**config.mk**
```make
export PLATFORM = sky130hd
export DESIGN_NAME = oaddr_core
export DESIGN_NICKNAME = d
export VERILOG_FILES = /design/src/design/oaddr_pkg.sv /design/src/design/oaddr_rf_if.sv /design/src/design/oaddr_core.sv /design/src/design/oaddr_ea_calc.sv /design/src/design/oaddr_regfile.sv
export SDC_FILE = /design/constraint.sdc
export NUM_CORES = 1
export LEC_CHECK = 0
export ABC_AREA = 1
export BUFFER_PORTS_ARGS = -buffer_cell sky130_fd_sc_hd__buf_4
export CAP_MARGIN = 5
export CORE_MARGIN = 10
export CORE_UTILIZATION = 45
export CTS_BUF_LIST = sky130_fd_sc_hd__clkbuf_2 sky130_fd_sc_hd__clkbuf_4 sky130_fd_sc_hd__clkbuf_8
export CTS_CLUSTER_SIZE = 20
export DETAILED_ROUTE_END_ITERATION = 12
export SLEW_MARGIN = 30
export SYNTH_ARGS = -nofsm -noshare
export SYNTH_HDL_FRONTEND = slang
export SYNTH_SLANG_ARGS = --single-unit
```
**constraint.sdc**
```tcl
create_clock -name ref_clk -period 15.1 [get_ports ref_clk]
set_input_delay 1.51 -clock ref_clk [delete_from_list [all_inputs] [get_ports ref_clk]]
set_output_delay 1.51 -clock ref_clk [all_outputs]
set_load 0.02 [all_outputs]
```
**src/design/oaddr_pkg.sv**
```systemverilog
`default_nettype none
package oaddr_pkg;
    // Opcode encodings
    localparam logic [7:0] OP_PFX_FIRST = 8'hDD;
    localparam logic [7:0] OP_PFX_SECOND = 8'hFD;
    localparam logic [7:0] OP_PFX_BIT = 8'hCB;
    localparam logic [7:0] OP_MV_A_BC = 8'h0A;
    localparam logic [7:0] OP_MV_A_DE = 8'h1A;
    localparam logic [7:0] OP_MV_BC_A = 8'h02;
    localparam logic [7:0] OP_MV_DE_A = 8'h12;
    localparam logic [7:0] OP_MV_A_EXT = 8'h3A;
    localparam logic [7:0] OP_MV_EXT_A = 8'h32;
    localparam logic [7:0] OP_MV_PTR_EXT = 8'h2A;
    localparam logic [7:0] OP_MV_BC_IMM = 8'h01;
    localparam logic [7:0] OP_MV_DE_IMM = 8'h11;
    localparam logic [7:0] OP_MV_PTR_IMM = 8'h21;
    localparam logic [7:0] OP_MV_MEM_IMM = 8'h36;
    localparam logic [7:0] OP_HALT_SLOT = 8'h76;
    // Opcode field positions
    localparam int F_SRC_LO = 0;
    localparam int F_SRC_HI = 2;
    localparam int F_DST_LO = 3;
    localparam int F_DST_HI = 5;
    localparam int F_GRP_LO = 6;
    localparam int F_GRP_HI = 7;
    // Register codes in the 3-bit fields
    localparam logic [2:0] REG_B = 3'h0;
    localparam logic [2:0] REG_MEM = 3'h6;
    localparam logic [2:0] REG_A = 3'h7;
    // Major groups, and bit-group codes after the bit prefix
    localparam logic [1:0] GRP_MISC = 2'h0;
    localparam logic [1:0] GRP_LOAD = 2'h1;
    localparam logic [1:0] GRP_ALU = 2'h2;
    localparam logic [1:0] CB_TEST = 2'h1;
    localparam logic [1:0] CB_CLR = 2'h2;
    localparam logic [1:0] CB_SET = 2'h3;
    // Arithmetic operations in the destination field
    localparam logic [2:0] ALU_ADD = 3'h0;
    localparam logic [2:0] ALU_ADC = 3'h1;
    localparam logic [2:0] ALU_SUB = 3'h2;
    localparam logic [2:0] ALU_SBC = 3'h3;
    localparam logic [2:0] ALU_AND = 3'h4;
    localparam logic [2:0] ALU_XOR = 3'h5;
    localparam logic [2:0] ALU_OR = 3'h6;
    localparam logic [2:0] ALU_CP = 3'h7;
    // 16-bit register pair select codes
    localparam logic [2:0] PAIR_BC = 3'h0;
    localparam logic [2:0] PAIR_DE = 3'h1;
    localparam logic [2:0] PAIR_MP = 3'h2;
    localparam logic [2:0] PAIR_XA = 3'h4;
    localparam logic [2:0] PAIR_XB = 3'h5;
    // Reset values and the pointer step
    localparam logic [15:0] RST_PC = 16'h0000;
    localparam logic [7:0] RST_REG8 = 8'h00;
    localparam logic [15:0] RST_REG16 = 16'h0000;
    localparam logic [15:0] PTR_STEP = 16'h0001;

    typedef enum logic [1:0] {
        IDX_NONE = 2'b00,
        IDX_FIRST = 2'b01,
        IDX_SECOND = 2'b10
    } oaddr_idx_t;

    typedef enum logic [3:0] {
        ST_FETCH = 4'b0000,
        ST_CBOP = 4'b0001,
        ST_DISP = 4'b0010,
        ST_IMM_LO = 4'b0011,
        ST_IMM_HI = 4'b0100,
        ST_RD = 4'b0101,
        ST_RD_HI = 4'b0110,
        ST_EXEC = 4'b0111,
        ST_WR = 4'b1000
    } oaddr_state_t;
endpackage
`default_nettype wire

```
**src/design/oaddr_rf_if.sv**
```systemverilog
`timescale 1ns/1ns
`default_nettype none
// Register file access between the sequencer and the register store
interface oaddr_rf_if;
    logic [2:0] src_sel;
    logic [7:0] src_val;
    logic [7:0] acc;
    logic [15:0] bc;
    logic [15:0] de;
    logic [15:0] mp;
    logic [15:0] xa;
    logic [15:0] xb;
    logic w8_en;
    logic [2:0] w8_sel;
    logic [7:0] w8_data;
    logic w16_en;
    logic [2:0] w16_sel;
    logic [15:0] w16_data;
    modport core (output src_sel, w8_en, w8_sel, w8_data, w16_en, w16_sel, w16_data,
                  input src_val, acc, bc, de, mp, xa, xb);
    modport rf (input src_sel, w8_en, w8_sel, w8_data, w16_en, w16_sel, w16_data,
                output src_val, acc, bc, de, mp, xa, xb);
endinterface
`default_nettype wire

```
**src/design/oaddr_core.sv**
```systemverilog
// Operation
// - An indexed pointer is the selected index register plus the byte after the opcode.
// - Forming an indexed pointer never writes the index register; the sum only feeds the address.
// - The displacement is a signed byte, sign-extended before the 16-bit add.
// - There are two separate index registers and the prefix byte picks which one is used.
// - Register operands are named by the 3-bit fields inside the opcode.
// - Arithmetic results go to the accumulator, except ALU_CP which writes only the zero flag; no destination field is decoded.
// - Register-indirect operands use a 16-bit register pair as the memory address.
// - A 16-bit pointer read takes the low byte at the pointer and the high byte one above.
// - Bit ops reach register, indirect or indexed operands; a 3-bit field picks the bit.
// - Source and destination of one instruction may use different addressing modes.
// - Opcode 48H copies the first general register into the second after the fetch.
// - Opcode 72 stores the third general register into memory at the pointer pair.
// - Each opcode except the last byte of an indexed bit op is fetched in the fetch cycle, decoded, then executed without help.
// - In extended immediate or address forms the first byte is low order, the next high order.
// - In indexed forms the displacement follows the opcode bytes, before any immediate; in indexed bit ops it comes before the last opcode byte.
`timescale 1ns/1ns
`default_nettype none
module oaddr_core
    import oaddr_pkg::*;
(
    input wire logic ref_clk,
    input wire logic sys_rst,
    input wire logic run,
    output logic [15:0] mem_addr,
    output logic mem_rd_en,
    output logic mem_wr_en,
    output logic [7:0] mem_wdata,
    input wire logic [7:0] mem_rdata,
    input wire logic mem_ready,
    output logic opcode_fetch_cycle,
    output logic instr_done,
    output logic bit_zero
);
    typedef struct packed {
        logic rd;
        logic wr;
        logic disp;
        logic wide;
        logic [1:0] nimm;
    } oaddr_dec_t;

    typedef struct packed {
        oaddr_state_t st;
        logic [15:0] pc;
        logic [7:0] op;
        oaddr_idx_t idx;
        logic cb;
        logic [7:0] disp;
        logic [7:0] imm_lo;
        logic [7:0] imm_hi;
        logic [7:0] data;
        logic [7:0] data_hi;
        logic [15:0] ptr;
        logic [15:0] addr;
        logic rd;
        logic wr;
        logic [7:0] wdata;
        logic fc;
        logic done;
        logic zero;
    } oaddr_core_t;

    oaddr_core_t s_q;
    oaddr_core_t s_d;
    oaddr_rf_if rf ();
    logic [15:0] idx_base;
    logic [15:0] idx_ea;
    logic [15:0] ptr_c;
    logic [2:0] mp_pair;
    oaddr_dec_t dq;
    oaddr_dec_t dn;
    logic [7:0] src_v;
    logic [7:0] mask;
    logic [7:0] res;
    logic cb_mem;
    logic busy;

    // Operand needs of one opcode byte
    function automatic oaddr_dec_t decode(input logic [7:0] op, input logic cb,
                                          input oaddr_idx_t idx);
        oaddr_dec_t d;
        logic src_m;
        logic dst_m;
        logic mem;
        d = '0;
        src_m = (op[F_GRP_HI:F_GRP_LO] == GRP_LOAD && op[F_SRC_HI:F_SRC_LO] == REG_MEM &&
                 op != OP_HALT_SLOT) ||
                (op[F_GRP_HI:F_GRP_LO] == GRP_ALU && op[F_SRC_HI:F_SRC_LO] == REG_MEM);
        dst_m = (op[F_GRP_HI:F_GRP_LO] == GRP_LOAD && op[F_DST_HI:F_DST_LO] == REG_MEM &&
                 op != OP_HALT_SLOT) || op == OP_MV_MEM_IMM;
        mem = idx != IDX_NONE || op[F_SRC_HI:F_SRC_LO] == REG_MEM;
        if (cb) begin
            d.rd = mem;
            d.wr = mem && op[F_GRP_HI:F_GRP_LO] != CB_TEST;
        end else begin
            d.disp = idx != IDX_NONE && (src_m || dst_m);
            d.rd = src_m || op == OP_MV_A_BC || op == OP_MV_A_DE || op == OP_MV_A_EXT ||
                   op == OP_MV_PTR_EXT;
            d.wr = dst_m || op == OP_MV_BC_A || op == OP_MV_DE_A || op == OP_MV_EXT_A;
            d.wide = op == OP_MV_PTR_EXT;
            if (op[F_GRP_HI:F_GRP_LO] == GRP_MISC && op[F_SRC_HI:F_SRC_LO] == REG_MEM) begin
                d.nimm = 2'd1;
            end else if (op == OP_MV_A_EXT || op == OP_MV_EXT_A || op == OP_MV_PTR_EXT ||
                         op == OP_MV_BC_IMM || op == OP_MV_DE_IMM || op == OP_MV_PTR_IMM) begin
                d.nimm = 2'd2;
            end
        end
        return d;
    endfunction

    // Next stage once the given number of immediate bytes is in
    function automatic oaddr_state_t route(input oaddr_dec_t d, input logic [1:0] got);
        oaddr_state_t n;
        if (got < d.nimm) begin
            n = (got == 2'd0) ? ST_IMM_LO : ST_IMM_HI;
        end else if (d.rd) begin
            n = ST_RD;
        end else begin
            n = ST_EXEC;
        end
        return n;
    endfunction

    oaddr_regfile u_regfile (
        .ref_clk(ref_clk),
        .sys_rst(sys_rst),
        .rf(rf.rf)
    );

    // Prefix selects which index register feeds the adder
    assign idx_base = (s_q.idx == IDX_SECOND) ? rf.xb : rf.xa;

    oaddr_ea_calc u_ea (
        .base(idx_base),
        .disp(s_q.disp),
        .ea(idx_ea)
    );

    // Operand pointer by addressing mode
    always_comb begin
        mp_pair = (s_q.idx == IDX_FIRST) ? PAIR_XA :
                  (s_q.idx == IDX_SECOND) ? PAIR_XB : PAIR_MP;
        if (!s_q.cb && (s_q.op == OP_MV_A_EXT || s_q.op == OP_MV_EXT_A ||
                        s_q.op == OP_MV_PTR_EXT)) begin
            ptr_c = {s_q.imm_hi, s_q.imm_lo};
        end else if (s_q.idx != IDX_NONE) begin
            ptr_c = idx_ea;
        end else if (!s_q.cb && (s_q.op == OP_MV_A_BC || s_q.op == OP_MV_BC_A)) begin
            ptr_c = rf.bc;
        end else if (!s_q.cb && (s_q.op == OP_MV_A_DE || s_q.op == OP_MV_DE_A)) begin
            ptr_c = rf.de;
        end else begin
            ptr_c = rf.mp;
        end
    end

    // Decode of the held opcode and of the byte now arriving
    always_comb begin
        dq = decode(s_q.op, s_q.cb, s_q.idx);
        dn = decode(mem_rdata, s_q.cb, s_q.idx);
        cb_mem = s_q.idx != IDX_NONE || s_q.op[F_SRC_HI:F_SRC_LO] == REG_MEM;
        src_v = (s_q.op[F_SRC_HI:F_SRC_LO] == REG_MEM || (s_q.cb && cb_mem)) ?
                s_q.data : rf.src_val;
        mask = 8'h01 << s_q.op[F_DST_HI:F_DST_LO];
        busy = s_q.rd || s_q.wr;
    end

    // Sequencer: fetch, displacement, immediates, read, execute, write
    always_comb begin
        s_d = s_q;
        s_d.done = 1'b0;
        res = 8'h00;
        rf.src_sel = s_q.op[F_SRC_HI:F_SRC_LO];
        rf.w8_en = 1'b0;
        rf.w8_sel = s_q.op[F_DST_HI:F_DST_LO];
        rf.w8_data = src_v;
        rf.w16_en = 1'b0;
        rf.w16_sel = PAIR_BC;
        rf.w16_data = {s_q.imm_hi, s_q.imm_lo};
        case (s_q.st)
            ST_FETCH, ST_CBOP, ST_DISP, ST_IMM_LO, ST_IMM_HI: begin
                if (!busy && (run || s_q.st != ST_FETCH)) begin
                    s_d.rd = 1'b1;
                    s_d.addr = s_q.pc;
                    s_d.fc = s_q.st == ST_FETCH ||
                             (s_q.st == ST_CBOP && s_q.idx == IDX_NONE);
                end else if (s_q.rd && mem_ready) begin
                    s_d.rd = 1'b0;
                    s_d.fc = 1'b0;
                    s_d.pc = s_q.pc + PTR_STEP;
                    case (s_q.st)
                        ST_FETCH: begin
                            if (mem_rdata == OP_PFX_FIRST) begin
                                s_d.idx = IDX_FIRST;
                            end else if (mem_rdata == OP_PFX_SECOND) begin
                                s_d.idx = IDX_SECOND;
                            end else if (mem_rdata == OP_PFX_BIT) begin
                                s_d.cb = 1'b1;
                                s_d.st = (s_q.idx != IDX_NONE) ? ST_DISP : ST_CBOP;
                            end else begin
                                s_d.op = mem_rdata;
                                s_d.st = dn.disp ? ST_DISP : route(dn, 2'd0);
                            end
                        end
                        ST_CBOP: begin
                            s_d.op = mem_rdata;
                            s_d.st = dn.rd ? ST_RD : ST_EXEC;
                        end
                        ST_DISP: begin
                            s_d.disp = mem_rdata;
                            s_d.st = s_q.cb ? ST_CBOP : route(dq, 2'd0);
                        end
                        ST_IMM_LO: begin
                            s_d.imm_lo = mem_rdata;
                            s_d.st = route(dq, 2'd1);
                        end
                        default: begin
                            s_d.imm_hi = mem_rdata;
                            s_d.st = route(dq, 2'd2);
                        end
                    endcase
                end
            end
            ST_RD, ST_RD_HI: begin
                if (!busy) begin
                    s_d.rd = 1'b1;
                    s_d.ptr = (s_q.st == ST_RD) ? ptr_c : s_q.ptr + PTR_STEP;
                    s_d.addr = s_d.ptr;
                end else if (mem_ready) begin
                    s_d.rd = 1'b0;
                    if (s_q.st == ST_RD) begin
                        s_d.data = mem_rdata;
                        s_d.st = dq.wide ? ST_RD_HI : ST_EXEC;
                    end else begin
                        s_d.data_hi = mem_rdata;
                        s_d.st = ST_EXEC;
                    end
                end
            end
            ST_EXEC: begin
                if (s_q.cb) begin
                    case (s_q.op[F_GRP_HI:F_GRP_LO])
                        CB_TEST: res = src_v;
                        CB_CLR: res = src_v & ~mask;
                        CB_SET: res = src_v | mask;
                        default: res = src_v;
                    endcase
                    if (s_q.op[F_GRP_HI:F_GRP_LO] == CB_TEST) begin
                        s_d.zero = ~|(src_v & mask);
                    end
                    rf.w8_sel = s_q.op[F_SRC_HI:F_SRC_LO];
                    rf.w8_data = res;
                    rf.w8_en = !cb_mem && s_q.op[F_GRP_HI:F_GRP_LO] != CB_TEST;
                    s_d.wdata = res;
                end else begin
                    case (s_q.op[F_GRP_HI:F_GRP_LO])
                        GRP_LOAD: begin
                            // 48H lands here as a plain copy, 72 as a store of the third general register at the pointer pair
                            if (s_q.op[F_DST_HI:F_DST_LO] == REG_MEM) begin
                                s_d.wdata = src_v;
                            end else begin
                                rf.w8_en = 1'b1;
                            end
                        end
                        GRP_ALU: begin
                            case (s_q.op[F_DST_HI:F_DST_LO])
                                ALU_ADD, ALU_ADC: res = rf.acc + src_v;
                                ALU_SUB, ALU_SBC, ALU_CP: res = rf.acc - src_v;
                                ALU_AND: res = rf.acc & src_v;
                                ALU_XOR: res = rf.acc ^ src_v;
                                ALU_OR: res = rf.acc | src_v;
                                default: res = src_v;
                            endcase
                            s_d.zero = res == 8'h00;
                            rf.w8_sel = REG_A;
                            rf.w8_data = res;
                            rf.w8_en = s_q.op[F_DST_HI:F_DST_LO] != ALU_CP;
                        end
                        GRP_MISC: begin
                            case (s_q.op)
                                OP_MV_A_BC, OP_MV_A_DE, OP_MV_A_EXT: begin
                                    rf.w8_sel = REG_A;
                                    rf.w8_data = s_q.data;
                                    rf.w8_en = 1'b1;
                                end
                                OP_MV_BC_A, OP_MV_DE_A, OP_MV_EXT_A: s_d.wdata = rf.acc;
                                OP_MV_PTR_EXT: begin
                                    rf.w16_sel = mp_pair;
                                    rf.w16_data = {s_q.data_hi, s_q.data};
                                    rf.w16_en = 1'b1;
                                end
                                OP_MV_BC_IMM: rf.w16_en = 1'b1;
                                OP_MV_DE_IMM: begin
                                    rf.w16_sel = PAIR_DE;
                                    rf.w16_en = 1'b1;
                                end
                                OP_MV_PTR_IMM: begin
                                    rf.w16_sel = mp_pair;
                                    rf.w16_en = 1'b1;
                                end
                                default: begin
                                    // Immediate source into register or memory
                                    if (s_q.op[F_SRC_HI:F_SRC_LO] == REG_MEM) begin
                                        rf.w8_data = s_q.imm_lo;
                                        rf.w8_en = s_q.op[F_DST_HI:F_DST_LO] != REG_MEM;
                                        s_d.wdata = s_q.imm_lo;
                                    end
                                end
                            endcase
                        end
                        default: res = 8'h00;
                    endcase
                end
                if (dq.wr) begin
                    s_d.st = ST_WR;
                end else begin
                    s_d.st = ST_FETCH;
                    s_d.idx = IDX_NONE;
                    s_d.cb = 1'b0;
                    s_d.done = 1'b1;
                end
            end
            ST_WR: begin
                if (!busy) begin
                    s_d.wr = 1'b1;
                    s_d.addr = ptr_c;
                end else if (mem_ready) begin
                    s_d.wr = 1'b0;
                    s_d.st = ST_FETCH;
                    s_d.idx = IDX_NONE;
                    s_d.cb = 1'b0;
                    s_d.done = 1'b1;
                end
            end
            default: s_d.st = ST_FETCH;
        endcase
    end

    always_ff @(posedge ref_clk or posedge sys_rst) begin
        if (sys_rst) begin
            s_q <= '{st: ST_FETCH, pc: RST_PC, idx: IDX_NONE, ptr: RST_REG16,
                     addr: RST_REG16, default: '0};
        end else begin
            s_q <= s_d;
        end
    end

    // Outputs straight from the state register
    assign mem_addr = s_q.addr;
    assign mem_rd_en = s_q.rd;
    assign mem_wr_en = s_q.wr;
    assign mem_wdata = s_q.wdata;
    assign opcode_fetch_cycle = s_q.fc;
    assign instr_done = s_q.done;
    assign bit_zero = s_q.zero;
endmodule
`default_nettype wire

```
**src/design/oaddr_ea_calc.sv**
```systemverilog
`timescale 1ns/1ns
`default_nettype none
module oaddr_ea_calc
    import oaddr_pkg::*;
(
    input wire logic [15:0] base,
    input wire logic [7:0] disp,
    output logic [15:0] ea
);
    logic [15:0] disp_ext;
    // Signed displacement, sum wraps in 16 bits, base is only read
    always_comb begin
        disp_ext = {{8{disp[7]}}, disp};
        ea = base + disp_ext;
    end
endmodule
`default_nettype wire

```
**src/design/oaddr_regfile.sv**
```systemverilog
`timescale 1ns/1ns
`default_nettype none
module oaddr_regfile
    import oaddr_pkg::*;
(
    input wire logic ref_clk,
    input wire logic sys_rst,
    oaddr_rf_if.rf rf
);
    typedef struct packed {
        logic [7:0][7:0] r;
        logic [15:0] xa;
        logic [15:0] xb;
    } oaddr_rf_t;

    oaddr_rf_t s_q;
    oaddr_rf_t s_d;

    // Read side: selected source, accumulator and pairs
    assign rf.src_val = s_q.r[rf.src_sel];
    assign rf.acc = s_q.r[REG_A];
    assign rf.bc = {s_q.r[0], s_q.r[1]};
    assign rf.de = {s_q.r[2], s_q.r[3]};
    assign rf.mp = {s_q.r[4], s_q.r[5]};
    assign rf.xa = s_q.xa;
    assign rf.xb = s_q.xb;

    // Write side: the memory slot code has no register behind it
    always_comb begin
        s_d = s_q;
        if (rf.w8_en && rf.w8_sel != REG_MEM) begin
            s_d.r[rf.w8_sel] = rf.w8_data;
        end
        if (rf.w16_en) begin
            case (rf.w16_sel)
                PAIR_BC: {s_d.r[0], s_d.r[1]} = rf.w16_data;
                PAIR_DE: {s_d.r[2], s_d.r[3]} = rf.w16_data;
                PAIR_MP: {s_d.r[4], s_d.r[5]} = rf.w16_data;
                PAIR_XA: s_d.xa = rf.w16_data;
                PAIR_XB: s_d.xb = rf.w16_data;
                default: s_d.xa = s_q.xa;
            endcase
        end
    end

    always_ff @(posedge ref_clk or posedge sys_rst) begin
        if (sys_rst) begin
            s_q <= '{r: {8{RST_REG8}}, xa: RST_REG16, xb: RST_REG16};
        end else begin
            s_q <= s_d;
        end
    end
endmodule
`default_nettype wire

```
==> qor.yml, run 1 <==
route:
  drcViolationCount: 0
  viasPerCell: 5.90
  drt-pass1-iter-count: 7
  num_vias: 14484
  drt-wirelength-per-cell_microns: 22.8
  ant_nets: 0
  routed_wirelength_mm: 56.0
  drtIter0Drc: 1452
yosys:
  synth_commonest_cells: "nand2_1, dfrtp_1, a21oi_1"
  synth_enable_flop_cells: 0
  syn-num-nets: 2080
  synth_most_common_cell: "nand2_1"
  syn-cell-area_sq_um: 14500
  synth_top_area_share_pct: 36.6
  yosysSeqAreaShare_pct: 36.6
  ys_ff_latch: 212
  synth.avg_cell_area_sq_um: 7.16
  ys_warn_count: 0
  syn_inst: 2024
  synth_area_leaders: "dfrtp_1, nand2_1, a21oi_1, nand3_1, o21ai_0"
  yosysUniqueCellTypes: 65
  synthArstFlopShare_pct: 100
  yosys.area.top_type: "dfrtp_1"
  synth_ff_type: "dfrtp_1"
setup_path:
  path_common_cell: "nand2_1"
  path_cells: "inv_2 > o21ai_4 > inv_2 > nand2_1 > nand2_2 > ha_1 > nand2_1 > o21ai_0 > fa_1 > nor2_1 > o21ai_0 > nand2_1 > nand2_1 > nand2_1 > a21oi_1 > nand2_1 > nand2_1 > o21ai_0 > nor2_1 > o21ai_1 > nand3_2 > nand3_1 > a21oi_1"
  critPathRequiredTime_ns: 15.57
  cp.arrival_ns: 5.36
  cp_slowest_cell: "dfrtp_1"
  path_delay_family: "simple AND/OR/NAND/NOR gates"
  critical_path_class: "flip-flop to flip-flop"
  cp_max_fo: 24
  path_buf_inv: 2
  cpPeakStageDelay_ns: 0.89
  endpoint_kind: "flip-flop"
  startpoint_type: "flip-flop"
clocking:
  cts_made_buffers: 41
  hold_buffers: 0
  clk_path_buf_depth: 3
  cts_tree: "built"
  worstSkewPairLatency_ns: 0.58
  cts_resized: 0
  clock-sinks: 212
  cts-root-buf: "clkbuf_8"
  cts.clk_slew.worst_paths_ns: 0.07
  h-tree-depth: 2
  cts_setup_buffers: 0
timing:
  slew_viol_final: 0
  tns_ns: 0
  layout_min_cycle_time_ns: 4.90
  min_period_over_period_pct: 32.4
  fmax_ghz: 0.204
  finalSetupViolations: 0
  slew_headroom_pct: 29.0
  hold_viol: 0
  rsz0062_at_grt: "false"
  finClkSkew_ns: 0.0452
  worst_pin_slew_ns: 1.05
global_route:
  grt_pass1_wl_mm: 84.3
  grt_pass1_vias: 13566
  grt_max_degree: 97
  grt_usage_pct: 28.0
  antenna_found_initial: 1
  overflow: 0
min_path:
  hp-class: "flip-flop to flip-flop"
status:
  status: "finished, final reports clean"
cells_and_area:
  drive_gt1_share_pct: 12.6
  area_growth_pct: 9.32
  nFillCells: 3171
  num_antenna_cells: 0
  layout.nets: 2079
  layoutNonFillerInstCount: 2456
power:
  ir_drop_mv: 0.139
  leakagePower_nw: 7.39
  powerDensity_nw_per_um2: 191
floorplan:
  fp.dieH_microns: 199
  initial_core_util_pct: 45.8
  die_w_microns: 199
  die-area_sq_um: 39800
  row_count: 65
  core_area_sq_um: 31600
  io_pins: 41
placement:
  hpwl_mm: 41.8
  placed_cells_incl_taps: 2380
  gp_congestion: 0.993
  portBuffers: 40
flow_run:
  drv_cap: 0
==> registers in the layout, indices dropped and copies added, names as in the netlist, 16 cells and up <==
| register | count |
|---|---|
| u_regfile.rf.de | 16 |
| u_regfile.rf.mp | 16 |
| mem_addr | 16 |
| s_q | 84 |
| u_regfile.rf.bc | 16 |
| u_regfile.rf.xb | 16 |
| u_regfile.rf.xa | 16 |
==> per-stage QoR <==
stage	utilization, %	hold WS (ns)	power (mW)	area (sq um)	setup slack [ns]
after floorplan	-	0.429	1.87	14500	7.80
after global placement	47.0	0.365	2.33	14900	10.39
after detailed placement	47.0	0.368	2.34	14900	10.33
after CTS	50.0	0.380	3.00	15800	10.33
after global routing	50.1	0.383	3.23	15800	9.73
final	50.1	0.379	3.03	15800	10.20
==> placed cells by master, fill, tap and decap left out, types with 11 or more instances in the layout <==
| master | netlist | routed |
|---|---|---|
| o211ai_1 | 20 | 20 |
| o221ai_1 | 11 | 11 |
| nand2_2 | 13 | 15 |
| nor2_4 | 11 | 11 |
| buf_4 | 26 | 56 |
| nand4_1 | 13 | 13 |
| dfrtp_1 | 212 | 212 |
| a31oi_1 | 17 | 17 |
| clkbuf_8 | 0 | 56 |
| nand3_1 | 177 | 177 |
| inv_2 | 44 | 44 |
| nor2_1 | 153 | 153 |
| o21ai_0 | 176 | 172 |
| ha_1 | 42 | 42 |
| nand2_1 | 480 | 478 |
| nor3_1 | 12 | 12 |
| inv_1 | 160 | 159 |
| o21ai_1 | 38 | 42 |
| xor2_1 | 28 | 28 |
| a21oi_1 | 186 | 186 |
==> layout make-up <==
class | instances | area (sq um) | area share (%)
sequential | 212 | 5310 | 33.5
clock buffer | 64 | 831 | 5.24
clock inverter | 10 | 108 | 0.679
multi-input combinational | 1504 | 7880 | 49.7
inverter | 206 | 781 | 4.93
timing repair buffer | 58 | 439 | 2.77
tap | 402 | 503 | 3.17
==> worst paths after layout <==
path / endpoint / from / slack, ns / cells past startpoint
worst max register to register: u_regfile.rf.de[14]$_DFF_PP0_ / s_q[85]$_DFFE_PP0P_ / 10.20 / 23
worst min-delay path: u_regfile.s_q[85]$_DFFE_PP0P_ / u_regfile.s_q[85]$_DFFE_PP0P_ / 0.38 / 0
min in group asynchronous: u_regfile.rf.xa[3]$_DFFE_PP0P_ / sys_rst / 1.07 / 2
max in group asynchronous: u_regfile.rf.mp[0]$_DFF_PP0_ / sys_rst / 11.96 / 4
worst max-delay path: u_regfile.rf.de[14]$_DFF_PP0_ / s_q[85]$_DFFE_PP0P_ / 10.20 / 23
worst min register to register: u_regfile.s_q[85]$_DFFE_PP0P_ / u_regfile.s_q[85]$_DFFE_PP0P_ / 0.38 / 0
==> power by group <==
part | switching [mW] | internal, mW | leakage [nW]
Clock | 0.270 | 0.385 | 0.488
Sequential | 0.123 | 0.652 | 2.85
Combinational | 1.13 | 0.473 | 4.05
==> routing by layer <==
metal | vias up | share of wire [%] | track usage [%]
met3 | 147 | 8.6 | 6.32
met2 | 677 | 43 | 41.6
met1 | 6898 | 43 | 37.7
met4 | 2 | 5.1 | 13.7
met5 | - | 0.016 | 0
li1 | 6760 | - | -
==> cells by family (layout without fill, tap and decap cells) <==
group | Yosys count | count (layout) | share of synthesized area [%]
AND/OR/NAND/NOR | 908 | 908 | 27.8
AO/OA/AOI/OAI | 503 | 503 | 19.5
buffers and inverters | 308 | 338 | 9.07
flip-flops | 212 | 212 | 36.6
adder cells (fa/ha/maj) | 44 | 44 | 3.90
XOR/XNOR | 38 | 38 | 2.30
multiplexers | 11 | 11 | 0.846
Power figures use the tool's default switching activity.
==> run 2, diff against run 1 <==
==> constraint.sdc (replaced) <==
create_clock -name ref_clk -period 4.81 [get_ports ref_clk]
set_input_delay 0.481 -clock ref_clk [delete_from_list [all_inputs] [get_ports ref_clk]]
set_output_delay 0.481 -clock ref_clk [all_outputs]
set_load 0.02 [all_outputs]
==> run 2 against run 1 <==
  * Critical path depth grew 1
  * First-iteration DRC count shrank 0.48%
  * Maximum frequency grew 15%
  * Critical path type unchanged
  * Critical endpoint is now u_regfile.rf.bc[7]$_DFF_PP0_
  * Largest power group unchanged
  * Highest routed layer unchanged
==> qor.yml, run 2 (same netlist as run 1, synthesis figures left out) <==
timing:
  slew_headroom_pct: 31.7
  fmax_ghz: 0.234
  finClkSkew_ns: 0.0448
  tns_ns: 0
  finalSetupViolations: 0
  rsz0062_at_grt: "false"
  min_period_over_period_pct: 88.8
  hold_viol: 0
  layout_min_cycle_time_ns: 4.27
  worst_pin_slew_ns: 1.02
  slew_viol_final: 0
cells_and_area:
  final_common_cell: "nand2_1"
  area_growth_pct: 10.5
  regMostFlops: "s_q"
  layout.nets: 2104
  nFillCells: 3229
  final_cell_mix: "nand2_1, dfrtp_1, a21oi_1"
  drive_gt1_share_pct: 13.6
  largest_register_ffs: 84
  num_antenna_cells: 0
  layoutNonFillerInstCount: 2480
min_path:
  hp-class: "input pin to asynchronous set/reset pin"
clocking:
  hold_buffers: 0
  cts_resized: 0
  cts.clk_slew.worst_paths_ns: 0.07
  cts_tree: "built"
  worstSkewPairLatency_ns: 0.60
  cts_setup_buffers: 0
  cts_made_buffers: 41
  clk_path_buf_depth: 3
  cts-root-buf: "clkbuf_8"
  clock-sinks: 212
  h-tree-depth: 2
setup_path:
  startpoint_type: "flip-flop"
  path_common_cell: "nand2_1"
  critPathRequiredTime_ns: 5.32
  critical_path_class: "flip-flop to flip-flop"
  cp_max_fo: 14
  cp_slowest_cell: "dfrtp_1"
  path_cells: "nand2_2 > o21ai_4 > inv_2 > nand2_1 > nand2_2 > ha_1 > nand2_1 > o21ai_0 > inv_1 > ha_1 > nand2_1 > o21ai_0 > a31oi_1 > inv_1 > nand3_1 > nand2_1 > nand3_1 > nand3_1 > nand3_1 > nand2_1 > nand2_1 > nand2_4 > nand3_1 > a21oi_1"
  endpoint_kind: "flip-flop"
  cp.arrival_ns: 4.78
  cpPeakStageDelay_ns: 0.68
placement:
  portBuffers: 40
  placed_cells_incl_taps: 2407
  gp_congestion: 1.02
  hpwl_mm: 42.7
route:
  ant_nets: 0
  drt-wirelength-per-cell_microns: 23.0
  drtIter0Drc: 1445
  drt-pass1-iter-count: 5
  num_vias: 14502
  routed_wirelength_mm: 56.9
  drcViolationCount: 0
  viasPerCell: 5.85
power:
  powerDensity_nw_per_um2: 600
  leakagePower_nw: 7.49
  ir_drop_mv: 0.375
floorplan:
  initial_core_util_pct: 45.8
  die_w_microns: 199
  row_count: 65
  die-area_sq_um: 39800
  io_pins: 41
  core_area_sq_um: 31600
  fp.dieH_microns: 199
global_route:
  antenna_found_initial: 2
  grt_pass1_wl_mm: 86.6
  grt_pass1_vias: 13966
  overflow: 0
  grt_usage_pct: 28.8
  grt_max_degree: 134
flow_run:
  drv_cap: 0
status:
  status: "finished, final reports clean"
==> run 2: where the power goes <==
part	total (mW)	internal, mW	switching [mW]
clock	2.05	1.18	0.871
combinational	5.21	1.56	3.64
sequential	2.35	2.05	0.300
==> run 2: area by class of cell <==
type	instances	area (sq um)	area share, %
Inverter	206	777	4.85
Sequential cell	212	5310	33.1
Timing Repair Buffer	83	636	3.97
Clock inverter	11	161	1.01
Multi-Input combinational cell	1504	7880	49.2
Clock buffer	62	759	4.74
Tap cell	402	503	3.14
==> run 2: worst paths after layout <==
path,endpoint,depth (start not counted),start,slack [ns]
worst max-delay path,u_regfile.rf.bc[7]$_DFF_PP0_,24,rf.src_sel[2]$_DFFE_PP0P_,0.54
worst min-delay path,u_regfile.rf.xa[3]$_DFFE_PP0P_,2,sys_rst,0.03
worst max register to register,u_regfile.rf.bc[7]$_DFF_PP0_,24,rf.src_sel[2]$_DFFE_PP0P_,0.54
worst min register to register,u_regfile.s_q[82]$_DFFE_PP0P_,0,u_regfile.s_q[82]$_DFFE_PP0P_,0.38
max in group asynchronous,mem_wdata[7]$_DFFE_PP0P_,3,sys_rst,3.51
min in group ref_clk,mem_rd_en$_DFFE_PP0P_,4,mem_ready,0.24
==> run 2: metal layers <==
layer | part of all wire [%] | GRT usage (%) | vias to the layer above
li1 | - | - | 6831
met1 | 43 | 38.3 | 6832
met2 | 45 | 45.1 | 694
met3 | 7.8 | 4.93 | 141
met4 | 4.4 | 12.6 | 4
met5 | 0.037 | 0 | -
==> run 2: worst max-delay path: cells and delay by family (launching register included) <==
kind	cells	cell delay (ns)
AND/OR/NAND/NOR	14	1.45
buffers and inverters	3	0.36
flip-flops	1	0.68
adder cells (fa/ha/maj)	2	0.62
AO/OA/AOI/OAI	5	1.05
==> run 2: per-stage QoR <==
step	instance area (sq um)	util [%]	power, mW	hold slack (ns)	setup WS (ns)
finish	16000	50.6	9.61	0.0284	0.537
global route	16000	50.6	10.2	0.0711	0.171
CTS	16000	50.6	9.53	0.0280	0.580
detailed placement	15100	47.7	7.45	0.366	0.633
global placement	15100	47.7	7.47	0.368	0.739
floorplan	14500	-	5.86	0.429	1.19
